--- src/core/vfp_map.svh ---
`ifndef VFP_MAP_SVH
`define VFP_MAP_SVH

// ==========================================================
// Register byte offsets
`define VFP_ADDR_CTRL 8'h00
`define VFP_ADDR_MEAN 8'h04
`define VFP_ADDR_STD 8'h08
`define VFP_ADDR_STAT 8'h0C
`define VFP_ADDR_THR 8'h10
`define VFP_ADDR_HOURS 8'h14

// ==========================================================
// Field positions
`define VFP_CTRL_MODE_LSB 0
`define VFP_CTRL_MULT_LSB 8
`define VFP_STAT_WARN_BIT 0
`define VFP_STAT_STATE_LSB 4
`define VFP_HOURS_CUM_LSB 16

// ==========================================================
// Reset values and constants
`define VFP_MEAN_RESET 16'h0000
`define VFP_STD_RESET 16'h0000
`define VFP_MULT_RESET 4'h0
`define VFP_MULT_DEFAULT 4'h5
`define VFP_CONT_HOURS_MIN 16'h0003
`define VFP_CUM_HOURS_MIN 16'h005A

// ==========================================================
// Timing: clock rate in Hz, one hour in seconds, cycles per hour
`define VFP_CLK_HZ 64'h0000_0000_05F5_E100
`define VFP_HOUR_S 64'h0000_0000_0000_0E10
`define VFP_HOUR_CYCLES (`VFP_CLK_HZ * `VFP_HOUR_S)

`endif

--- src/core/vfp_pkg.sv ---
package vfp_pkg;

    // Encoding of the warning mode field
    typedef enum logic [1:0] {
        VFP_MODE_OFF,
        VFP_MODE_AUTO,
        VFP_MODE_MANUAL,
        VFP_MODE_RESET
    } vfp_mode_t;

    // Prediction state shown in the status register
    typedef enum logic [1:0] {
        VFP_ST_DISABLED,
        VFP_ST_PREPARING,
        VFP_ST_EXECUTING,
        VFP_ST_WARNING
    } vfp_status_t;

    typedef enum logic [1:0] {
        VFP_BOOT_SYNC,
        VFP_BOOT_LOAD,
        VFP_BOOT_RUN
    } vfp_boot_t;

endpackage

--- src/core/vfp_hour_counter.sv ---
`timescale 1ns/1ps
module vfp_hour_counter #(
    parameter logic [39:0] HOUR_CYCLES = 40'd360000000000
) (
    input wire logic hclk,
    input wire logic hresetn,
    input wire logic run,
    input wire logic clear,
    output logic [15:0] hours_q
);
    logic [39:0] tick_q;
    logic [39:0] tick_d;
    logic [15:0] hours_d;

    always_comb begin
        tick_d = tick_q;
        hours_d = hours_q;
        if (clear) begin
            tick_d = '0;
            hours_d = '0;
        end else if (run) begin
            if (tick_q == HOUR_CYCLES - 40'd1) begin
                tick_d = '0;
                // Saturate rather than wrap so a long run never looks short
                if (hours_q != 16'hFFFF) begin
                    hours_d = hours_q + 16'h0001;
                end
            end else begin
                tick_d = tick_q + 40'd1;
            end
        end
    end

    always_ff @(posedge hclk or negedge hresetn) begin
        if (!hresetn) begin
            tick_q <= '0;
            hours_q <= '0;
        end else begin
            tick_q <= tick_d;
            hours_q <= hours_d;
        end
    end
endmodule

--- src/core/vfp_stats.sv ---
`timescale 1ns/1ps
module vfp_stats #(
    parameter int W = 16,
    parameter int SHIFT = 8
) (
    input wire logic hclk,
    input wire logic hresetn,
    input wire logic clear,
    input wire logic sample,
    input wire logic [W-1:0] level,
    output logic [W-1:0] mean,
    output logic [W-1:0] std_dev
);
    localparam int AW = W + SHIFT + 1;

    // Running averages scaled by 2^SHIFT; no divider or square root needed
    logic [AW-1:0] acc_mean_q;
    logic [AW-1:0] acc_mean_d;
    logic [AW-1:0] acc_dev_q;
    logic [AW-1:0] acc_dev_d;
    logic [W-1:0] dev_abs;
    logic [W-1:0] mad;

    assign mean = acc_mean_q[SHIFT +: W];
    assign mad = acc_dev_q[SHIFT +: W];
    // Mean absolute deviation times 1.25 approximates sigma for a normal spread
    assign std_dev = mad + (mad >> 2);

    always_comb begin
        acc_mean_d = acc_mean_q;
        acc_dev_d = acc_dev_q;
        dev_abs = (level > mean) ? (level - mean) : (mean - level);
        if (clear) begin
            acc_mean_d = '0;
            acc_dev_d = '0;
        end else if (sample) begin
            acc_mean_d = acc_mean_q + AW'(level) - (acc_mean_q >> SHIFT);
            acc_dev_d = acc_dev_q + AW'(dev_abs) - (acc_dev_q >> SHIFT);
        end
    end

    always_ff @(posedge hclk or negedge hresetn) begin
        if (!hresetn) begin
            acc_mean_q <= '0;
            acc_dev_q <= '0;
        end else begin
            acc_mean_q <= acc_mean_d;
            acc_dev_q <= acc_dev_d;
        end
    end
endmodule

--- src/core/vfp_top.sv ---
`timescale 1ns/1ps
`include "vfp_map.svh"
module vfp_top
    import vfp_pkg::*;
#(
    parameter int W = 16,
    parameter int MULT_W = 4,
    parameter int EMA_SHIFT = 8,
    parameter logic [39:0] HOUR_CYCLES = 40'(`VFP_HOUR_CYCLES)
) (
    input wire logic hclk,
    input wire logic hresetn,
    input wire logic hsel,
    input wire logic [31:0] haddr,
    input wire logic [1:0] htrans,
    input wire logic hwrite,
    input wire logic [2:0] hsize,
    input wire logic [31:0] hwdata,
    input wire logic hready,
    output logic [31:0] hrdata,
    output logic hreadyout,
    output logic hresp,
    input wire logic vib_valid,
    input wire logic [W-1:0] vib_level,
    input wire logic motor_running,
    input wire logic pos_vel_mode,
    input wire logic [1:0] nv_mode,
    input wire logic [W-1:0] nv_mean,
    input wire logic [W-1:0] nv_std,
    input wire logic [MULT_W-1:0] nv_mult,
    output logic vibration_failure_warning,
    output logic [1:0] warning_mode_select
);
    localparam int TW = W + MULT_W + 1;
    localparam int NVW = 2 + 2 * W + MULT_W;

    // ==========================================================
    // Stored parameters arrive from the nonvolatile store on pins
    logic [NVW-1:0] nv_meta_q;
    logic [NVW-1:0] nv_sync_q;
    vfp_boot_t boot_q;
    vfp_boot_t boot_d;

    // No reset here: the stages keep sampling through reset, so a load right after
    // release sees the stored values and not the cleared stages
    always_ff @(posedge hclk) begin
        nv_meta_q <= {nv_mode, nv_mean, nv_std, nv_mult};
        nv_sync_q <= nv_meta_q;
    end

    // Load happens once, two edges after release; pins must stand through reset
    always_comb begin
        case (boot_q)
            VFP_BOOT_SYNC: boot_d = VFP_BOOT_LOAD;
            VFP_BOOT_LOAD: boot_d = VFP_BOOT_RUN;
            VFP_BOOT_RUN: boot_d = VFP_BOOT_RUN;
            default: boot_d = VFP_BOOT_SYNC;
        endcase
    end

    always_ff @(posedge hclk or negedge hresetn) begin
        if (!hresetn) begin
            boot_q <= VFP_BOOT_SYNC;
        end else begin
            boot_q <= boot_d;
        end
    end

    // ==========================================================
    // AHB-Lite slave: writes zero wait, reads one wait state
    logic wr_pend_q;
    logic wr_pend_d;
    logic rd_pend_q;
    logic rd_pend_d;
    logic [7:0] addr_q;
    logic [7:0] addr_d;
    logic [31:0] hrdata_q;
    logic [31:0] hrdata_d;
    logic hreadyout_q;
    logic hreadyout_d;
    logic accept;
    logic [31:0] rd_word;

    logic [1:0] mode_q;
    logic [1:0] mode_d;
    logic [MULT_W-1:0] mult_q;
    logic [MULT_W-1:0] mult_d;
    logic [W-1:0] mean_q;
    logic [W-1:0] mean_d;
    logic [W-1:0] std_q;
    logic [W-1:0] std_d;
    logic [TW-1:0] thr_q;
    logic [TW-1:0] thr_d;
    logic warn_q;
    logic warn_d;
    logic [15:0] cont_hours;
    logic [15:0] cum_hours;
    logic [W-1:0] learn_mean;
    logic [W-1:0] learn_std;
    logic running;
    logic auto_on;
    logic learn_done;
    logic active;
    vfp_status_t status;

    assign accept = hsel && htrans[1] && hready;
    assign hrdata = hrdata_q;
    assign hreadyout = hreadyout_q;
    assign hresp = 1'b0;

    always_comb begin
        rd_word = 32'h0000_0000;
        case (addr_q)
            `VFP_ADDR_CTRL: begin
                rd_word[`VFP_CTRL_MODE_LSB +: 2] = mode_q;
                rd_word[`VFP_CTRL_MULT_LSB +: MULT_W] = mult_q;
            end
            `VFP_ADDR_MEAN: rd_word[W-1:0] = mean_q;
            `VFP_ADDR_STD: rd_word[W-1:0] = std_q;
            `VFP_ADDR_STAT: begin
                rd_word[`VFP_STAT_WARN_BIT] = warn_q;
                rd_word[`VFP_STAT_STATE_LSB +: 2] = status;
            end
            `VFP_ADDR_THR: rd_word[TW-1:0] = thr_q;
            `VFP_ADDR_HOURS: begin
                rd_word[15:0] = cont_hours;
                rd_word[`VFP_HOURS_CUM_LSB +: 16] = cum_hours;
            end
            default: rd_word = 32'h0000_0000;
        endcase
    end

    always_comb begin
        wr_pend_d = 1'b0;
        rd_pend_d = 1'b0;
        addr_d = addr_q;
        hrdata_d = hrdata_q;
        hreadyout_d = 1'b1;
        if (rd_pend_q) begin
            // Previous write has landed; thr_q trails a mean, std or ctrl write by one cycle, and warn_q and the hour counts a ctrl write
            hrdata_d = rd_word;
        end else if (accept) begin
            addr_d = haddr[7:0];
            wr_pend_d = hwrite;
            rd_pend_d = !hwrite;
            hreadyout_d = hwrite;
        end
    end

    always_ff @(posedge hclk or negedge hresetn) begin
        if (!hresetn) begin
            wr_pend_q <= 1'b0;
            rd_pend_q <= 1'b0;
            addr_q <= 8'h00;
            hrdata_q <= 32'h0000_0000;
            hreadyout_q <= 1'b1;
        end else begin
            wr_pend_q <= wr_pend_d;
            rd_pend_q <= rd_pend_d;
            addr_q <= addr_d;
            hrdata_q <= hrdata_d;
            hreadyout_q <= hreadyout_d;
        end
    end

    // ==========================================================
    // Learning: hour counters and running statistics
    assign running = boot_q == VFP_BOOT_RUN;
    assign auto_on = running && (mode_q == VFP_MODE_AUTO);

    vfp_hour_counter #(
        .HOUR_CYCLES(HOUR_CYCLES)
    ) u_cont_hours (
        .hclk(hclk),
        .hresetn(hresetn),
        .run(auto_on && motor_running),
        .clear(!auto_on || !motor_running),
        .hours_q(cont_hours)
    );

    vfp_hour_counter #(
        .HOUR_CYCLES(HOUR_CYCLES)
    ) u_cum_hours (
        .hclk(hclk),
        .hresetn(hresetn),
        .run(auto_on && motor_running && pos_vel_mode),
        .clear(!auto_on),
        .hours_q(cum_hours)
    );

    vfp_stats #(
        .W(W),
        .SHIFT(EMA_SHIFT)
    ) u_stats (
        .hclk(hclk),
        .hresetn(hresetn),
        .clear(!auto_on),
        .sample(auto_on && motor_running && vib_valid),
        .level(vib_level),
        .mean(learn_mean),
        .std_dev(learn_std)
    );

    assign learn_done = auto_on
        && (cont_hours >= `VFP_CONT_HOURS_MIN)
        && (cum_hours >= `VFP_CUM_HOURS_MIN);

    // ==========================================================
    // Parameter registers
    always_comb begin
        mode_d = mode_q;
        mult_d = mult_q;
        mean_d = mean_q;
        std_d = std_q;
        if (boot_q == VFP_BOOT_LOAD) begin
            {mode_d, mean_d, std_d, mult_d} = nv_sync_q;
            if (nv_sync_q[NVW-1 -: 2] == VFP_MODE_RESET) begin
                mode_d = VFP_MODE_AUTO;
                mean_d = `VFP_MEAN_RESET;
                std_d = `VFP_STD_RESET;
            end
        end else begin
            if (learn_done) begin
                mean_d = learn_mean;
                std_d = learn_std;
                mode_d = VFP_MODE_MANUAL;
            end
            // A software write in the same cycle wins: it is the newer intent
            if (wr_pend_q && running) begin
                case (addr_q)
                    `VFP_ADDR_CTRL: begin
                        mode_d = hwdata[`VFP_CTRL_MODE_LSB +: 2];
                        mult_d = hwdata[`VFP_CTRL_MULT_LSB +: MULT_W];
                    end
                    `VFP_ADDR_MEAN: mean_d = hwdata[W-1:0];
                    `VFP_ADDR_STD: std_d = hwdata[W-1:0];
                    default: mode_d = mode_d;
                endcase
            end
        end
    end

    always_ff @(posedge hclk or negedge hresetn) begin
        if (!hresetn) begin
            mode_q <= VFP_MODE_OFF;
            mult_q <= `VFP_MULT_RESET;
            mean_q <= `VFP_MEAN_RESET;
            std_q <= `VFP_STD_RESET;
        end else begin
            mode_q <= mode_d;
            mult_q <= mult_d;
            mean_q <= mean_d;
            std_q <= std_d;
        end
    end

    assign warning_mode_select = mode_q;

    // ==========================================================
    // Threshold and warning
    // Only manual mode compares; auto keeps quiet until it turns into manual
    assign active = running && (mode_q == VFP_MODE_MANUAL);

    always_comb begin
        logic [MULT_W-1:0] eff_mult;
        eff_mult = (mult_q == '0) ? MULT_W'(`VFP_MULT_DEFAULT) : mult_q;
        thr_d = TW'(mean_q) + TW'(std_q) * TW'(eff_mult);
        warn_d = warn_q;
        if (!active) begin
            warn_d = 1'b0;
        end else if (motor_running && vib_valid) begin
            if (TW'(vib_level) > thr_q) begin
                warn_d = 1'b1;
            end else if (TW'(vib_level) < thr_q) begin
                warn_d = 1'b0;
            end
        end
    end

    always_ff @(posedge hclk or negedge hresetn) begin
        if (!hresetn) begin
            thr_q <= '0;
            warn_q <= 1'b0;
        end else begin
            thr_q <= thr_d;
            warn_q <= warn_d;
        end
    end

    assign vibration_failure_warning = warn_q;

    always_comb begin
        if (warn_q) begin
            status = VFP_ST_WARNING;
        end else if (active) begin
            status = VFP_ST_EXECUTING;
        end else if (auto_on) begin
            status = VFP_ST_PREPARING;
        end else begin
            status = VFP_ST_DISABLED;
        end
    end
endmodule

--- config.mk ---
export PLATFORM = sky130hd
export DESIGN_NAME = vfp_top
export DESIGN_NICKNAME = d
export VERILOG_FILES = /design/src/core/vfp_pkg.sv /design/src/core/vfp_hour_counter.sv /design/src/core/vfp_stats.sv /design/src/core/vfp_top.sv
export VERILOG_INCLUDE_DIRS = /design/src /design/src/core
export SDC_FILE = /design/constraint.sdc
export NUM_CORES = 1
export LEC_CHECK = 0
export BUFFER_PORTS_ARGS = -buffer_cell sky130_fd_sc_hd__buf_2
export CORE_MARGIN = 2
export CORE_UTILIZATION = 49
export DETAILED_ROUTE_END_ITERATION = 7
export GPL_ROUTABILITY_DRIVEN = 1
export GPL_TIMING_DRIVEN = 0
export PLACE_DENSITY_LB_ADDON = 0.3
export SLEW_MARGIN = 30
export SYNTH_ARGS = -nofsm -noshare
export SYNTH_HDL_FRONTEND = slang
export SYNTH_SLANG_ARGS = --single-unit
--- constraint.sdc ---
create_clock -name hclk -period 8 [get_ports hclk]
set_input_delay 1.6 -clock hclk [delete_from_list [all_inputs] [get_ports hclk]]
set_output_delay 1.6 -clock hclk [all_outputs]
set_load 0.005 [all_outputs]
==> impl_metrics.py <==
metrics = {
    "status": {
        "outcome": "complete, no violations",
    },
    "logic_synthesis": {
        "syn_inst": 2427,
        "synth-async-reset-ratio_pct": 77.8,
        "synthTopCellsByArea": "dfrtp_1, ha_1, fa_1, dfxtp_1, a21oi_1",
        "mappedNetlistNets": 2788,
        "synth.avg_cell_area_um2": 8.96,
        "dominantRegCellSynth": "dfrtp_1",
        "synth_top_area_cell": "dfrtp_1",
        "yosys_warnings": 0,
        "ys_seq_elements": 343,
        "netlist_area_mm2": 0.0218,
        "synthDistinctLibCells": 77,
        "synthDominantCellAreaShare_pct": 30.6,
        "sequential_area_share_after_synthesis_pct": 37.7,
        "number_of_enable_type_register_cells_in_the_synthesized_netlist": 0,
    },
    "cts": {
        "number_of_buffers_inserted_for_hold_repair_after_clock_tree_synthesis": 0,
        "cts-resized-gates": 0,
        "clk-insertion-delay-late_ns": 0.57,
        "cts_clock_pin_slew_for_the_worst_setup_and_hold_paths_ns": 0.06,
        "htree_levels": 2,
        "tritoncts": "done",
        "clock_sinks": 343,
        "tritoncts.num_buffers": 39,
        "cts_root_buf": "clkbuf_16",
        "cts_setup_buffers": 0,
        "cts.path.max_buffers": 3,
    },
    "setup_path": {
        "critical_path_class": "primary input to flop",
        "largest_fanout_of_any_net_on_the_critical_path": 10,
        "critical_path.startpoint_type": "primary input",
        "arrival_ns": 8.03,
        "cp_data_required_time_ns": 8.49,
        "worst_setup_path_end_kind": "flop",
    },
    "run": {
        "max_cap_viol_count": 0,
    },
    "routing": {
        "drtAntennaViolNets": 0,
        "detailedRoute.firstIterationViolations": 1766,
        "via_per_inst": 5.77,
        "totalWireLength_um": 63100,
        "drt_pass1_iterations": 8,
        "vias_after_detailed_routing": 18600,
        "routedWlPerCell_um": 19.6,
        "drc": 0,
    },
    "timing": {
        "fin_ws_ns": 0.462,
        "worst_clock_skew_ns": 0.0301,
        "final_hold_viol_count": 0,
        "maxClockFrequency_mhz": 133,
        "crit_share_post_route_pct": 94.2,
        "report.final.setup_viol": 0,
        "relSlewSlack_pct": 39.9,
        "period_needed_ns": 7.54,
        "unrepaired_setup_endpoints_after_global_routing": "false",
        "accumulated_negative_setup_slack_ns": 0,
        "worst_slew_pin_slew_ns": 0.898,
        "maxSlewViolCount": 0,
    },
    "cells_and_area": {
        "postLayoutCoreUtil_pct": 55.7,
        "final_layout_size_suffix_gt1_share_pct": 8.35,
        "n_antenna_cell": 0,
        "finish.net_count": 2955,
        "areaGrowthSynthToFinish_pct": 12.7,
    },
    "grt": {
        "globalRouteTotalUtil_pct": 27.3,
        "grt-ovfl-total": 0,
        "grt_first_pass_wirelength_um": 99000,
        "maximum_number_of_pins_on_one_net_before_global_route_repair": 87,
        "antenna_found_initial": 0,
        "number_of_global_route_vias_before_repair": 18100,
    },
    "floorplanning": {
        "pin_count": 168,
        "die_height_um": 215,
        "die_width_um": 215,
        "start_util_pct": 49.4,
        "core_region_area_mm2": 0.0440,
        "overall_die_area_mm2": 0.0461,
        "std_cell_rows": 77,
    },
    "placement": {
        "dp_hpwl_um": 48200,
        "placement.setup.worst_slack_ns": 0.0162,
        "port-buffer-count": 122,
        "finalWeightedCongestion": 0.965,
    },
    "power_and_ir_drop": {
        "power.density_mw_per_mm2": 360,
        "worst_ir_drop_vdd_mv": 0.325,
        "static-leakage-power_uw": 0.0112,
    },
    "hold_path": {
        "timing.hold.worst.class": "flop to flop",
    },
}
==> cells in the mapped netlist, types with 6 or more instances <==
cell type,count
nor4_1,13
o21ai_0,151
or4_1,9
a221oi_1,10
a22o_1,10
a21o_1,44
clkbuf_1,82
nor2_1,204
a22oi_1,6
o21bai_1,17
nor3_1,27
nand3_1,94
nand3b_1,6
ha_1,152
and2_1,47
o211ai_1,15
and4_1,11
o22ai_1,9
inv_1,222
or3_1,27
dfrtp_1,266
mux2i_1,24
fa_1,78
nor2b_1,16
a31oi_1,18
a21oi_1,186
xnor2_1,73
mux2_2,12
o21a_1,6
nand4_1,36
nand2_1,247
and3_1,32
a21boi_0,11
o31ai_1,9
a211oi_1,20
nand2b_1,10
nor4b_1,6
a222oi_1,10
dfxtp_1,76
xor2_1,75
==> stage by stage <==
step,area (µm²),cells,power [µW],hold slack [ns]
final,24500,3214,8810,0.320
after global routing,24500,3214,9510,0.326
after CTS,24500,3214,8790,0.323
after detailed placement,23200,3145,6950,0.312
after global placement,23100,3141,6830,0.313
after floorplan,21800,2427,5830,0.310
==> flip-flops by register name, summed over array words and instances (netlist names) <==
name,cells
wr_pend_q,1
thr_q,21
warning_mode_select,2
u_stats.acc_mean_q,25
boot_q,2
nv_meta_q,38
nv_sync_q,38
hreadyout,1
u_cum_hours.tick_q,40
mult_q,4
u_cont_hours.hours_q,16
hrdata,32
rd_pend_q,1
addr_q,8
mean_q,16
u_cum_hours.hours_q,16
vibration_failure_warning,1
u_stats.acc_dev_q,25
std_q,16
u_cont_hours.tick_q,40
==> layer usage <==
| layer | GRT usage [%] | wire length [µm] | up-vias |
|---|---|---|---|
| met2 | 43.6 | 28300 | 746 |
| li1 | - | - | 8678 |
| met4 | 12.7 | 3200 | 0 |
| met1 | 36.9 | 27200 | 8954 |
| met3 | 3.91 | 4300 | 181 |
| met5 | 0 | 0 | - |
==> cells by family after synthesis <==
family	share of synthesized area, %
and+or+nand+nor	17.4
muxes	1.73
adders and majority gates	15.9
other	0.0172
buffers and inverters	5.58
AOI/OAI and AO/OA	15.7
xor gates and xnor gates	5.96
DFF	37.7
==> cells in the final DEF, fill, tap and decap left out, types with 11 or more instances in the layout <==
cell type | Yosys | final
a21o_1 | 44 | 44
nand2_1 | 247 | 247
a31oi_1 | 18 | 18
nor4_1 | 13 | 13
dfrtp_1 | 266 | 266
nand3_1 | 94 | 94
o211ai_1 | 15 | 15
nand4_1 | 36 | 36
and4_1 | 11 | 11
clkbuf_1 | 82 | 90
dfxtp_1 | 76 | 76
buf_2 | 4 | 125
nor2_1 | 204 | 204
a21oi_1 | 186 | 186
xor2_1 | 75 | 75
clkbuf_16 | 0 | 41
a21boi_0 | 11 | 11
o21bai_1 | 17 | 17
or3_1 | 27 | 27
a211oi_1 | 20 | 20
xnor2_1 | 73 | 73
nor3_1 | 27 | 27
inv_1 | 222 | 222
o21ai_0 | 151 | 151
mux2_2 | 12 | 12
and2_1 | 47 | 47
mux2i_1 | 24 | 24
ha_1 | 152 | 152
and3_1 | 32 | 32
nor2b_1 | 16 | 16
fa_1 | 78 | 78
==> power by group <==
part | internal (µW) | switching, µW | leakage (µW)
clock | 1060 | 732 | 0.000634
combinational | 2060 | 2790 | 0.00637
sequential | 1930 | 238 | 0.00420
total | 5050 | 3760 | 0.0112
==> worst paths after layout <==
| path | startpoint | endpoint | slack, ns | cells after the start |
|---|---|---|---|---|
| max | vib_level[14] | u_stats.acc_dev_q[24] | 0.46 | 22 |
| min | nv_meta_q[14] | nv_sync_q[14] | 0.32 | 0 |
| max reg2reg | u_stats.acc_mean_q[19] | u_stats.acc_dev_q[24] | 1.32 | 20 |
| min reg2reg | nv_meta_q[14] | nv_sync_q[14] | 0.32 | 0 |
| max in group asynchronous | hresetn | hreadyout | 5.54 | 4 |
| min in group asynchronous | hresetn | u_stats.acc_dev_q[21] | 0.92 | 1 |
==> final cells by class <==
type | instances | area, µm²
fillers | 3965 | 19500
inverters | 222 | 833
repair buffers | 126 | 711
clock buffers | 59 | 1190
clock inverters | 10 | 92.6
multi-input cells | 1768 | 12400
well taps | 592 | 741
flip-flops and latches | 343 | 8200
plain buffers | 94 | 380
==> worst max-delay path, stage by stage <==
cell	delay [ns]
buf_2	0.18
inv_1	0.11
ha_1	0.30
clkbuf_1	0.28
nand3_1	0.22
or3_1	0.41
o21a_1	0.18
a21oi_2	0.29
buf_2	0.32
buf_2	0.34
mux2_2	0.39
fa_1	0.49
fa_1	0.50
a211oi_1	0.24
o31a_1	0.28
a2111oi_2	0.12
o31a_1	0.35
o41ai_1	0.52
o21ai_0	0.24
xnor2_1	0.19
or3_1	0.31
a21oi_1	0.15
(Power assumes the default switching activity.)
